===== src/core/timer_async_pkg.sv =====
package timer_async_pkg;

  // ****************************************
  // Register word indices (byte address = 4 * index)
  // ****************************************
  localparam logic [7:0] IDX_IRQ_FLAGS = 8'h37;
  localparam logic [7:0] IDX_GENERAL_CTRL = 8'h43;
  localparam logic [7:0] IDX_IRQ_MASK = 8'h70;
  localparam logic [7:0] IDX_CONTROL_A = 8'hb0;
  localparam logic [7:0] IDX_CONTROL_B = 8'hb1;
  localparam logic [7:0] IDX_COUNTER = 8'hb2;
  localparam logic [7:0] IDX_COMPARE_A = 8'hb3;
  localparam logic [7:0] IDX_COMPARE_B = 8'hb4;
  localparam logic [7:0] IDX_ASYNC_STATUS = 8'hb6;

  // ****************************************
  // Slots of the five asynchronously updated registers
  // ****************************************
  // Slot number equals the position of its busy bit in async_status
  localparam int SLOT_COUNTER = 4;
  localparam int SLOT_COMPARE_A = 3;
  localparam int SLOT_COMPARE_B = 2;
  localparam int SLOT_CONTROL_A = 1;
  localparam int SLOT_CONTROL_B = 0;

  // ****************************************
  // Field positions and write masks
  // ****************************************
  localparam int BIT_COMPARE_B = 2;
  localparam int BIT_COMPARE_A = 1;
  localparam int BIT_OVERFLOW = 0;
  localparam int BIT_SYNC_HOLD = 7;
  localparam int BIT_ASYNC_PRESCALER_RESET = 1;
  localparam int BIT_SYNC_PRESCALER_RESET = 0;
  localparam int BIT_EXT_CLOCK_ENABLE = 6;
  localparam int BIT_ASYNC_SELECT = 5;
  localparam int BIT_WGM_HIGH = 3;
  localparam logic [7:0] CONTROL_A_MASK = 8'hf3;
  localparam logic [7:0] CONTROL_B_MASK = 8'h0f;
  localparam logic [7:0] COUNTER_MAX = 8'hff;
  localparam logic [7:0] COUNTER_BOTTOM = 8'h00;

  // ****************************************
  // Reset values
  // ****************************************
  localparam logic [7:0] RESET_REG = 8'h00;
  localparam logic [31:0] RESET_RDATA = 32'h0000_0000;

  // ****************************************
  // Clock select codes and prescaler tap masks
  // ****************************************
  localparam logic [2:0] CS_STOPPED = 3'h0;
  localparam logic [2:0] CS_DIRECT = 3'h1;
  localparam logic [2:0] CS_DIV8 = 3'h2;
  localparam logic [2:0] CS_DIV32 = 3'h3;
  localparam logic [2:0] CS_DIV64 = 3'h4;
  localparam logic [2:0] CS_DIV128 = 3'h5;
  localparam logic [2:0] CS_DIV256 = 3'h6;
  localparam logic [2:0] CS_DIV1024 = 3'h7;
  localparam logic [9:0] TAP_DIV8 = 10'h007;
  localparam logic [9:0] TAP_DIV32 = 10'h01f;
  localparam logic [9:0] TAP_DIV64 = 10'h03f;
  localparam logic [9:0] TAP_DIV128 = 10'h07f;
  localparam logic [9:0] TAP_DIV256 = 10'h0ff;
  localparam logic [9:0] TAP_DIV1024 = 10'h3ff;
  localparam logic [9:0] PRESCALE_RESET = 10'h000;

  // ****************************************
  // Bus constants
  // ****************************************
  localparam logic [1:0] HTRANS_NONSEQ = 2'h2;

  typedef enum logic [1:0] {
    PH_IDLE = 2'b00,
    PH_WRITE = 2'b01,
    PH_READ = 2'b10
  } bus_phase_t;

  typedef struct packed {
    logic [9:0] count;
  } prescale_state_t;

  typedef struct packed {
    logic oscMeta;
    logic oscSync;
    logic oscLast;
    bus_phase_t phase;
    logic [7:0] addrIdx;
    logic hreadyout;
    logic [31:0] hrdata;
    logic [4:0][7:0] live;
    logic [4:0][7:0] stage;
    logic [4:0] busy;
    logic [4:0] ack;
    logic [2:0] irqFlags;
    logic [2:0] irqMask;
    logic extClockEnable;
    logic asyncSelect;
    logic syncHold;
    logic asyncPrescalerReset;
    logic syncPrescalerReset;
    logic countDown;
    logic blockMatch;
    logic waveOutA;
    logic waveOutB;
    logic [2:0] irqRequest;
    logic crystalRun;
    logic extClockBuffer;
  } timer_state_t;

endpackage


===== src/core/timer_prescaler.sv =====
`timescale 1ns/10ps
module timer_prescaler (
  input wire logic sysClk,
  input wire logic srst,
  input wire logic srcTick,
  input wire logic prescalerClear,
  input wire logic [2:0] clockSelect,
  output logic timerTick
);

  timer_async_pkg::prescale_state_t stateReg;
  timer_async_pkg::prescale_state_t stateNext;
  logic [9:0] tapMask;
  logic tapHit;

  // ****************************************
  // Tap selection
  // ****************************************
  always_comb begin
    tapMask = timer_async_pkg::TAP_DIV1024;
    tapHit = 1'b0;
    unique case (clockSelect)
      timer_async_pkg::CS_STOPPED: tapHit = 1'b0;
      timer_async_pkg::CS_DIRECT: tapHit = 1'b1;
      timer_async_pkg::CS_DIV8: tapMask = timer_async_pkg::TAP_DIV8;
      timer_async_pkg::CS_DIV32: tapMask = timer_async_pkg::TAP_DIV32;
      timer_async_pkg::CS_DIV64: tapMask = timer_async_pkg::TAP_DIV64;
      timer_async_pkg::CS_DIV128: tapMask = timer_async_pkg::TAP_DIV128;
      timer_async_pkg::CS_DIV256: tapMask = timer_async_pkg::TAP_DIV256;
      timer_async_pkg::CS_DIV1024: tapMask = timer_async_pkg::TAP_DIV1024;
    endcase
    if (clockSelect > timer_async_pkg::CS_DIRECT) begin
      tapHit = (stateReg.count & tapMask) == tapMask;
    end
    timerTick = srcTick & ~prescalerClear & tapHit;
  end

  // ****************************************
  // Prescaler counter
  // ****************************************
  always_comb begin
    stateNext = stateReg;
    if (prescalerClear) begin
      stateNext.count = timer_async_pkg::PRESCALE_RESET;
    end else if (srcTick) begin
      stateNext.count = stateReg.count + 10'h001;
    end
  end

  always_ff @(posedge sysClk) begin
    if (srst) begin
      stateReg.count <= timer_async_pkg::PRESCALE_RESET;
    end else begin
      stateReg <= stateNext;
    end
  end

endmodule


===== src/core/async_timer_control.sv =====
// Our own choice: register access over AHB-Lite.
`timescale 1ns/10ps
// How it works
// - Clock select: stop, direct, or prescaler taps
// - Counter read/write; write blocks next match
// - Two compares vs counter drive flag, pin
// - External clock buffer; crystal runs when disabled
// - Async select picks I/O or oscillator clock
// - Async writes set busy until transferred
// - Counter reads live; others read staging
// - Mask bits gate flags with global enable
// - Compare flags set on counter match
// - Flags cleared by vector or writing one
// - Overflow flag; phase correct PWM sets at bottom turn
// - Prescaler reset bit, self clearing normally
// - Async prescaler reset waits for oscillator edge
// - Sync hold keeps prescaler reset pending
module async_timer_control (
  input wire logic sysClk,
  input wire logic srst,
  input wire logic hsel,
  input wire logic [31:0] haddr,
  input wire logic [1:0] htrans,
  input wire logic hwrite,
  input wire logic [2:0] hsize,
  input wire logic [31:0] hwdata,
  input wire logic hready,
  output logic [31:0] hrdata,
  output logic hreadyout,
  output logic hresp,
  input wire logic timerOscInput,
  input wire logic globalIrqEnable,
  input wire logic [2:0] irqVectorAck,
  output logic [2:0] irqRequest,
  output logic waveformOutA,
  output logic waveformOutB,
  output logic crystalOscRun,
  output logic extClockBufferEnable
);

  timer_async_pkg::timer_state_t r;
  timer_async_pkg::timer_state_t n;
  logic oscRise;
  logic srcTick;
  logic timerTick;
  logic [7:0] wdata;
  logic [7:0] rdata;
  logic [7:0] cnt;
  logic [7:0] nextCnt;
  logic [7:0] topValue;
  logic [2:0] wgmMode;
  logic phaseCorrect;
  logic fastPwm;
  logic matchA;
  logic matchB;
  logic overflow;
  logic wrapBottom;
  logic [4:0] transfer;

  // Output compare pin update for one channel
  function automatic logic waveNext(
    input logic cur,
    input logic [1:0] com,
    input logic match,
    input logic pwm,
    input logic down,
    input logic bottom
  );
    logic v;
    v = cur;
    if (com != 2'b00) begin
      if (!pwm) begin
        if (match) begin
          v = (com == 2'b01) ? ~cur : com[0];
        end
      end else if (com != 2'b01) begin
        if (match) begin
          v = com[0] ^ down;
        end else if (bottom) begin
          v = ~com[0];
        end
      end
    end
    return v;
  endfunction

  // ****************************************
  // Timer clock source
  // ****************************************
  // select source; oscillator edge is one enable pulse
  assign oscRise = r.oscSync & ~r.oscLast;
  assign srcTick = r.asyncSelect ? oscRise : 1'b1;

  timer_prescaler prescaler (
    .sysClk(sysClk),
    .srst(srst),
    .srcTick(srcTick),
    .prescalerClear(r.asyncPrescalerReset),
    .clockSelect(r.live[timer_async_pkg::SLOT_CONTROL_B][2:0]),
    .timerTick(timerTick)
  );

  // ****************************************
  // Counter and compare datapath
  // ****************************************
  always_comb begin
    cnt = r.live[timer_async_pkg::SLOT_COUNTER];
    wgmMode = {r.live[timer_async_pkg::SLOT_CONTROL_B]
      [timer_async_pkg::BIT_WGM_HIGH],
      r.live[timer_async_pkg::SLOT_CONTROL_A][1:0]};
    phaseCorrect = wgmMode[1:0] == 2'b01;
    fastPwm = wgmMode[1:0] == 2'b11;
    topValue = wgmMode[2] ? r.live[timer_async_pkg::SLOT_COMPARE_A]
      : timer_async_pkg::COUNTER_MAX;
    nextCnt = cnt + 8'h01;
    overflow = 1'b0;
    wrapBottom = 1'b0;
    if (phaseCorrect) begin
      if (!r.countDown) begin
        if (cnt == topValue) begin
          nextCnt = cnt - 8'h01;
        end
      end else if (cnt == timer_async_pkg::COUNTER_BOTTOM) begin
        // overflow at direction change in PWM
        overflow = 1'b1;
      end else begin
        nextCnt = cnt - 8'h01;
      end
    end else begin
      if (cnt == topValue) begin
        nextCnt = timer_async_pkg::COUNTER_BOTTOM;
        wrapBottom = 1'b1;
      end
      // overflow when the counter is at its maximum, or at compare A TOP in fast PWM
      overflow = (fastPwm && wgmMode[2]) ? (cnt == topValue)
        : (cnt == timer_async_pkg::COUNTER_MAX);
    end
    // continuous compare; match blocked after write
    matchA = (cnt == r.live[timer_async_pkg::SLOT_COMPARE_A])
      & ~r.blockMatch;
    matchB = (cnt == r.live[timer_async_pkg::SLOT_COMPARE_B])
      & ~r.blockMatch;
  end

  // ****************************************
  // Register read mux
  // ****************************************
  always_comb begin
    rdata = 8'h00;
    unique case (r.addrIdx)
      timer_async_pkg::IDX_IRQ_FLAGS: rdata = {5'h00, r.irqFlags};
      timer_async_pkg::IDX_IRQ_MASK: rdata = {5'h00, r.irqMask};
      timer_async_pkg::IDX_GENERAL_CTRL: begin
        rdata = {r.syncHold, 5'h00, r.asyncPrescalerReset,
          r.syncPrescalerReset};
      end
      timer_async_pkg::IDX_ASYNC_STATUS: begin
        rdata = {1'b0, r.extClockEnable, r.asyncSelect, r.busy};
      end
      timer_async_pkg::IDX_COUNTER: begin
        rdata = r.live[timer_async_pkg::SLOT_COUNTER];
      end
      timer_async_pkg::IDX_COMPARE_A: begin
        rdata = r.stage[timer_async_pkg::SLOT_COMPARE_A];
      end
      timer_async_pkg::IDX_COMPARE_B: begin
        rdata = r.stage[timer_async_pkg::SLOT_COMPARE_B];
      end
      timer_async_pkg::IDX_CONTROL_A: begin
        rdata = r.stage[timer_async_pkg::SLOT_CONTROL_A];
      end
      timer_async_pkg::IDX_CONTROL_B: begin
        rdata = r.stage[timer_async_pkg::SLOT_CONTROL_B];
      end
      default: rdata = 8'h00;
    endcase
  end

  // ****************************************
  // Next state
  // ****************************************
  always_comb begin
    n = r;
    wdata = hwdata[7:0];
    transfer = 5'h00;
    n.oscMeta = timerOscInput;
    n.oscSync = r.oscMeta;
    n.oscLast = r.oscSync;

    // busy falls one cycle after the transfer acknowledge
    n.busy = r.busy & ~r.ack;
    n.ack = 5'h00;
    if (r.asyncSelect && oscRise) begin
      transfer = r.busy & ~r.ack;
    end
    for (int s = 0; s < 5; s++) begin
      if (transfer[s]) begin
        // staging moves over on the oscillator edge
        n.live[s] = r.stage[s];
        n.ack[s] = 1'b1;
        if (s == timer_async_pkg::SLOT_COUNTER) begin
          n.blockMatch = 1'b1;
        end
      end
    end

    if (r.asyncPrescalerReset && !r.syncHold) begin
      // async reset held until an oscillator edge
      if (!r.asyncSelect || oscRise) begin
        // cleared by hardware on the oscillator edge, or after one cycle when not async
        n.asyncPrescalerReset = 1'b0;
      end
    end
    if (!r.syncHold) begin
      n.syncPrescalerReset = 1'b0;
    end

    // Timer tick
    if (timerTick && (transfer[timer_async_pkg::SLOT_COUNTER] == 1'b0)) begin
      n.live[timer_async_pkg::SLOT_COUNTER] = nextCnt;
      n.blockMatch = 1'b0;
      if (phaseCorrect) begin
        if (!r.countDown && cnt == topValue) begin
          n.countDown = 1'b1;
        end else if (r.countDown && overflow) begin
          n.countDown = 1'b0;
        end
      end else begin
        n.countDown = 1'b0;
      end
      n.waveOutA = waveNext(r.waveOutA,
        r.live[timer_async_pkg::SLOT_CONTROL_A][7:6], matchA,
        phaseCorrect | fastPwm, r.countDown, wrapBottom & fastPwm);
      n.waveOutB = waveNext(r.waveOutB,
        r.live[timer_async_pkg::SLOT_CONTROL_A][5:4], matchB,
        phaseCorrect | fastPwm, r.countDown, wrapBottom & fastPwm);
    end

    n.irqFlags = r.irqFlags & ~irqVectorAck;

    // Bus data phase write
    if (r.phase == timer_async_pkg::PH_WRITE) begin
      unique case (r.addrIdx)
        timer_async_pkg::IDX_IRQ_FLAGS: begin
          n.irqFlags = n.irqFlags & ~wdata[2:0];
        end
        timer_async_pkg::IDX_IRQ_MASK: n.irqMask = wdata[2:0];
        timer_async_pkg::IDX_GENERAL_CTRL: begin
          n.syncHold = wdata[timer_async_pkg::BIT_SYNC_HOLD];
          if (wdata[timer_async_pkg::BIT_ASYNC_PRESCALER_RESET]) begin
            n.asyncPrescalerReset = 1'b1;
          end
          if (wdata[timer_async_pkg::BIT_SYNC_PRESCALER_RESET]) begin
            n.syncPrescalerReset = 1'b1;
          end
        end
        timer_async_pkg::IDX_ASYNC_STATUS: begin
          n.extClockEnable = wdata[timer_async_pkg::BIT_EXT_CLOCK_ENABLE];
          n.asyncSelect = wdata[timer_async_pkg::BIT_ASYNC_SELECT];
        end
        default: begin
        end
      endcase
      for (int s = 0; s < 5; s++) begin
        logic hit;
        logic [7:0] v;
        hit = 1'b0;
        v = wdata;
        unique case (s)
          timer_async_pkg::SLOT_COUNTER: begin
            hit = r.addrIdx == timer_async_pkg::IDX_COUNTER;
          end
          timer_async_pkg::SLOT_COMPARE_A: begin
            hit = r.addrIdx == timer_async_pkg::IDX_COMPARE_A;
          end
          timer_async_pkg::SLOT_COMPARE_B: begin
            hit = r.addrIdx == timer_async_pkg::IDX_COMPARE_B;
          end
          timer_async_pkg::SLOT_CONTROL_A: begin
            hit = r.addrIdx == timer_async_pkg::IDX_CONTROL_A;
            v = wdata & timer_async_pkg::CONTROL_A_MASK;
          end
          default: begin
            hit = r.addrIdx == timer_async_pkg::IDX_CONTROL_B;
            v = wdata & timer_async_pkg::CONTROL_B_MASK;
          end
        endcase
        if (hit) begin
          n.stage[s] = v;
          if (r.asyncSelect) begin
            // async write sets the busy flag
            n.busy[s] = 1'b1;
            n.ack[s] = 1'b0;
          end else begin
            n.live[s] = v;
            if (s == timer_async_pkg::SLOT_COUNTER) begin
              n.blockMatch = 1'b1;
            end
          end
        end
      end
    end

    // compare flags set on match, overflow flag on overflow; set wins over clear
    if (timerTick) begin
      if (matchA) begin
        n.irqFlags[timer_async_pkg::BIT_COMPARE_A] = 1'b1;
      end
      if (matchB) begin
        n.irqFlags[timer_async_pkg::BIT_COMPARE_B] = 1'b1;
      end
      if (overflow) begin
        n.irqFlags[timer_async_pkg::BIT_OVERFLOW] = 1'b1;
      end
    end

    // request needs enable, global bit and flag
    n.irqRequest = r.irqFlags & r.irqMask & {3{globalIrqEnable}};
    // buffer on external clock with async select; crystal when external clock is off
    n.crystalRun = ~r.extClockEnable;
    n.extClockBuffer = r.extClockEnable & r.asyncSelect;

    // Bus protocol
    n.hreadyout = 1'b1;
    if (r.phase == timer_async_pkg::PH_READ && !r.hreadyout) begin
      n.hrdata = {24'h000000, rdata};
      n.phase = timer_async_pkg::PH_IDLE;
    end else begin
      n.phase = timer_async_pkg::PH_IDLE;
      if (hsel && hready && htrans == timer_async_pkg::HTRANS_NONSEQ) begin
        n.addrIdx = haddr[9:2];
        if (hwrite) begin
          n.phase = timer_async_pkg::PH_WRITE;
        end else begin
          n.phase = timer_async_pkg::PH_READ;
          n.hreadyout = 1'b0;
        end
      end
    end
  end

  // ****************************************
  // State register
  // ****************************************
  always_ff @(posedge sysClk) begin
    if (srst) begin
      r <= '0;
      r.phase <= timer_async_pkg::PH_IDLE;
      r.hreadyout <= 1'b1;
      r.hrdata <= timer_async_pkg::RESET_RDATA;
      r.crystalRun <= 1'b1;
    end else begin
      r <= n;
    end
  end

  assign hrdata = r.hrdata;
  assign hreadyout = r.hreadyout;
  assign hresp = 1'b0;
  assign irqRequest = r.irqRequest;
  assign waveformOutA = r.waveOutA;
  assign waveformOutB = r.waveOutB;
  assign crystalOscRun = r.crystalRun;
  assign extClockBufferEnable = r.extClockBuffer;

endmodule


===== config.mk =====
export PLATFORM = sky130hd
export DESIGN_NAME = async_timer_control
export DESIGN_NICKNAME = d
export VERILOG_FILES = /design/src/core/timer_async_pkg.sv /design/src/core/timer_prescaler.sv /design/src/core/async_timer_control.sv
export SDC_FILE = /design/constraint.sdc
export NUM_CORES = 1
export LEC_CHECK = 0
export BUFFER_PORTS_ARGS = -buffer_cell sky130_fd_sc_hd__buf_2
export CAP_MARGIN = 20
export CORE_MARGIN = 2
export CORE_UTILIZATION = 55
export CTS_CLUSTER_DIAMETER = 50
export DETAILED_ROUTE_END_ITERATION = 12
export PLACE_DENSITY = 0.79
export SYNTH_ARGS = -nofsm -noshare
export SYNTH_HDL_FRONTEND = slang
export SYNTH_SLANG_ARGS = --single-unit

===== constraint.sdc =====
create_clock -name sysClk -period 6.9 [get_ports sysClk]
set_input_delay 0.345 -clock sysClk [delete_from_list [all_inputs] [get_ports sysClk]]
set_output_delay 0.345 -clock sysClk [all_outputs]
set_load 0.05 [all_outputs]

==> impl_metrics.ini <==
[pwr]
seqPwrFrac_pct = 43.9
p_leak_nw = 2.74
power_switching_w = 0.000397
powerDensity_mw_per_mm2 = 233
vdd.ir_drop.worst_mv = 0.214
power_frac_comb_pct = 4.2
internal_power_w = 0.00133
p_sw_share_pct = 23.0
clkPwrFrac_pct = 51.9

[clock_tree]
ctsRootBufferMaster = clkbuf_16
cts_buffers = 17
cts.sinks = 130
clk_latency_ns = 0.43
cts_setup_buffers = 0
htree_levels = 4
cts_buffer_depth = 2
ctsHoldBuffers = 0
ctsResizeCount = 0
cts_tree = done
clkTransAtPathRegs_ns = 0.06

[routing]
wl_met1_mm = 7.84
routedWlPerCell_microns = 17.5
wl_met3_mm = 1.32
highest_layer = met4
routed_via_density = 5.87
postRouteWirelength_mm = 17.6
drtAntennaViolNets = 0
drcViolationCount = 0
met2_length_mm = 7.90
drtIter0Drc = 581
first_pass_iters = 6
routed-via-count = 5915

[logic_synthesis]
avgSynthCellArea_sq_um = 8.25
synth_most_common_cell = dfxtp_1
ys.flop_type = dfxtp_1
ys_warn_count = 0
ys_top_cells_by_area = dfxtp_1 (38%), mux2i_1 (8.3%), nand2_1 (5.7%), nor2_1 (5.5%), a21oi_1 (4.4%)
synth_enable_flop_cells = 0
synthCells = 832
synth_area_sq_mm = 0.00686
yosysTopAreaCell = dfxtp_1
synth_cell_types = 69
async_flop_share_pct = 0
ys_seq_area_share_pct = 37.9
synth_common_cells = dfxtp_1 (130), nand2_1 (104), nor2_1 (100), a21oi_1 (60), mux2i_1 (57)
netlist.area_leader.share_pct = 37.9
ys_ff_latch = 130

[setup_path]
end_kind = flip-flop
path_buf_inv = 0
cp.required_ns = 7.18
start_kind = flip-flop
crit_path_max_fanout = 13
path_cells = nand3_1 -> or3_1 -> nor3_1 -> o21a_1 -> nor2_1 -> nor4b_1 -> o21ai_0
worstSetupPathType = flip-flop to flip-flop
cp_slowest_cell = dfxtp_1
max_stage_delay_ns = 0.74
cpLargestDelayFamily = simple AND/OR/NAND/NOR gates
critPathArrivalTime_ns = 3.24

[cells_and_area]
fin_nets = 910
finalInstanceArea_sq_mm = 0.00742
final_layout_size_suffix_gt1_share_pct = 12.0
diodes = 0
area_delta_synth_final_pct = 8.13

[sta]
finalMaxSlewViolations = 0
final-setup-viol-count = 0
clock-skew-final_ns = 0.00531
rsz0062_at_grt = no
min_period_ns = 2.95
finalWorstSetupSlack_ns = 3.95
relSlewSlack_pct = 29.2
hold_violations = 0
max_slew.worst_pin.slew_ns = 1.06
clock.fmax_mhz = 339
tns_ns = 0
final.period_utilization_pct = 42.8

[placement]
gp_congestion = 0.878
dp_slack_ns = 4.07
dpl-instance-area_sq_mm = 0.00683
dp_hpwl_mm = 12.0
place.port_buffers = 43

[grt]
track_usage_pct = 27.1
grt_pass1_vias = 5365
grt-ovfl-total = 0
antenna_found_initial = 0
grt_max_degree = 88
grt_pass1_wl_mm = 28.0

[run_status]
status = finished clean

[floorplan]
chipHeight_microns = 116
die-area_sq_mm = 0.0134
rows = 40
start_util_pct = 56.6
die_x_microns = 116
coreArea_sq_mm = 0.0121
io_pins = 120

[flow_run]
cap_violations = 0

[worst_hold_path]
hold_class = input port to flip-flop
## logic make-up (layout without fill, tap and decap cells)
logic type,Yosys count,after routing,synth area share (%)
simple gates,339,339,24.2
compound gates,157,157,14.8
flops,130,130,37.9
buf+inv,109,92,9.14
mux,64,64,9.63
xor+xnor,28,28,3.57
fa+ha+maj,4,4,0.730
other cells,1,25,0.0547
## path summary, 6_finish.rpt
check / depth (start not counted) / from / slack (ns) / endpoint
worst max register to register: 7 / cnt[3]$_SDFF_PP0_ / 3.95 / cnt[2]$_SDFF_PP0_
worst min register to register: 1 / n[154]$_SDFF_PP0_ / 0.44 / n[153]$_SDFF_PP0_
worst min-delay path: 2 / timerOscInput / 0.13 / n[154]$_SDFF_PP0_
worst max-delay path: 7 / cnt[3]$_SDFF_PP0_ / 3.95 / cnt[2]$_SDFF_PP0_
## routing by layer
layer,vias up,global-route usage (%)
li1,2834,-
met3,40,5.81
met5,-,0
met2,242,41.2
met4,0,11.3
met1,2799,37.7
## through the flow
stage | instances | util (%) | total power, W | hold WS [ns]
6_report | 1007 | 61.3 | 0.00173 | 0.126
5_1_grt | 1007 | 61.3 | 0.00176 | 0.135
4_1_cts | 1007 | 61.3 | 0.00173 | 0.122
3_5_place_dp | 976 | 56.4 | 0.000846 | 0.429
3_3_place_gp | 976 | 56.4 | 0.000845 | 0.419
2_1_floorplan | 856 | - | 0.000841 | 0.405
## state kept, by name (all words and copies together) (netlist names)
signal,cells
cnt,8
crystalOscRun,1
extClockBufferEnable,1
hrdata,8
hreadyout,1
irqRequest,3
n,2
prescaler.stateReg,10
r,94
waveformOutA,1
waveformOutB,1
## power groups by stage
stage	sequential, W	clock, W	combinational [W]
floorplan	0.000773	0	0.0000685
global placement	0.000775	0	0.0000705
detailed placement	0.000775	0	0.0000709
CTS	0.000759	0.000903	0.0000713
global route	0.000759	0.000930	0.0000761
finish	0.000759	0.000898	0.0000721
## cell usage in the layout, fill, tap and decap left out, types with 20 or more instances in the layout
cell type / synthesis / layout
dfxtp_1: 130 / 130
nand2_1: 104 / 104
nor2_1: 100 / 100
a21oi_1: 60 / 60
mux2i_1: 57 / 57
buf_2: 3 / 42
a211oi_1: 28 / 28
conb_1: 1 / 25
nor3_1: 21 / 21
o21ai_0: 20 / 20
## cell type report
| cell class | count | area (sq um) |
|---|---|---|
| clock inverter | 9 | 105 |
| tap | 168 | 210 |
| multi-input combinational | 617 | 3720 |
| clock buffer | 22 | 484 |
| sequential | 130 | 2600 |
| timing repair buffer | 45 | 233 |
| inverter | 16 | 62.6 |
| fill | 1075 | 4690 |
No activity file was read; power rests on OpenSTA's default activity.
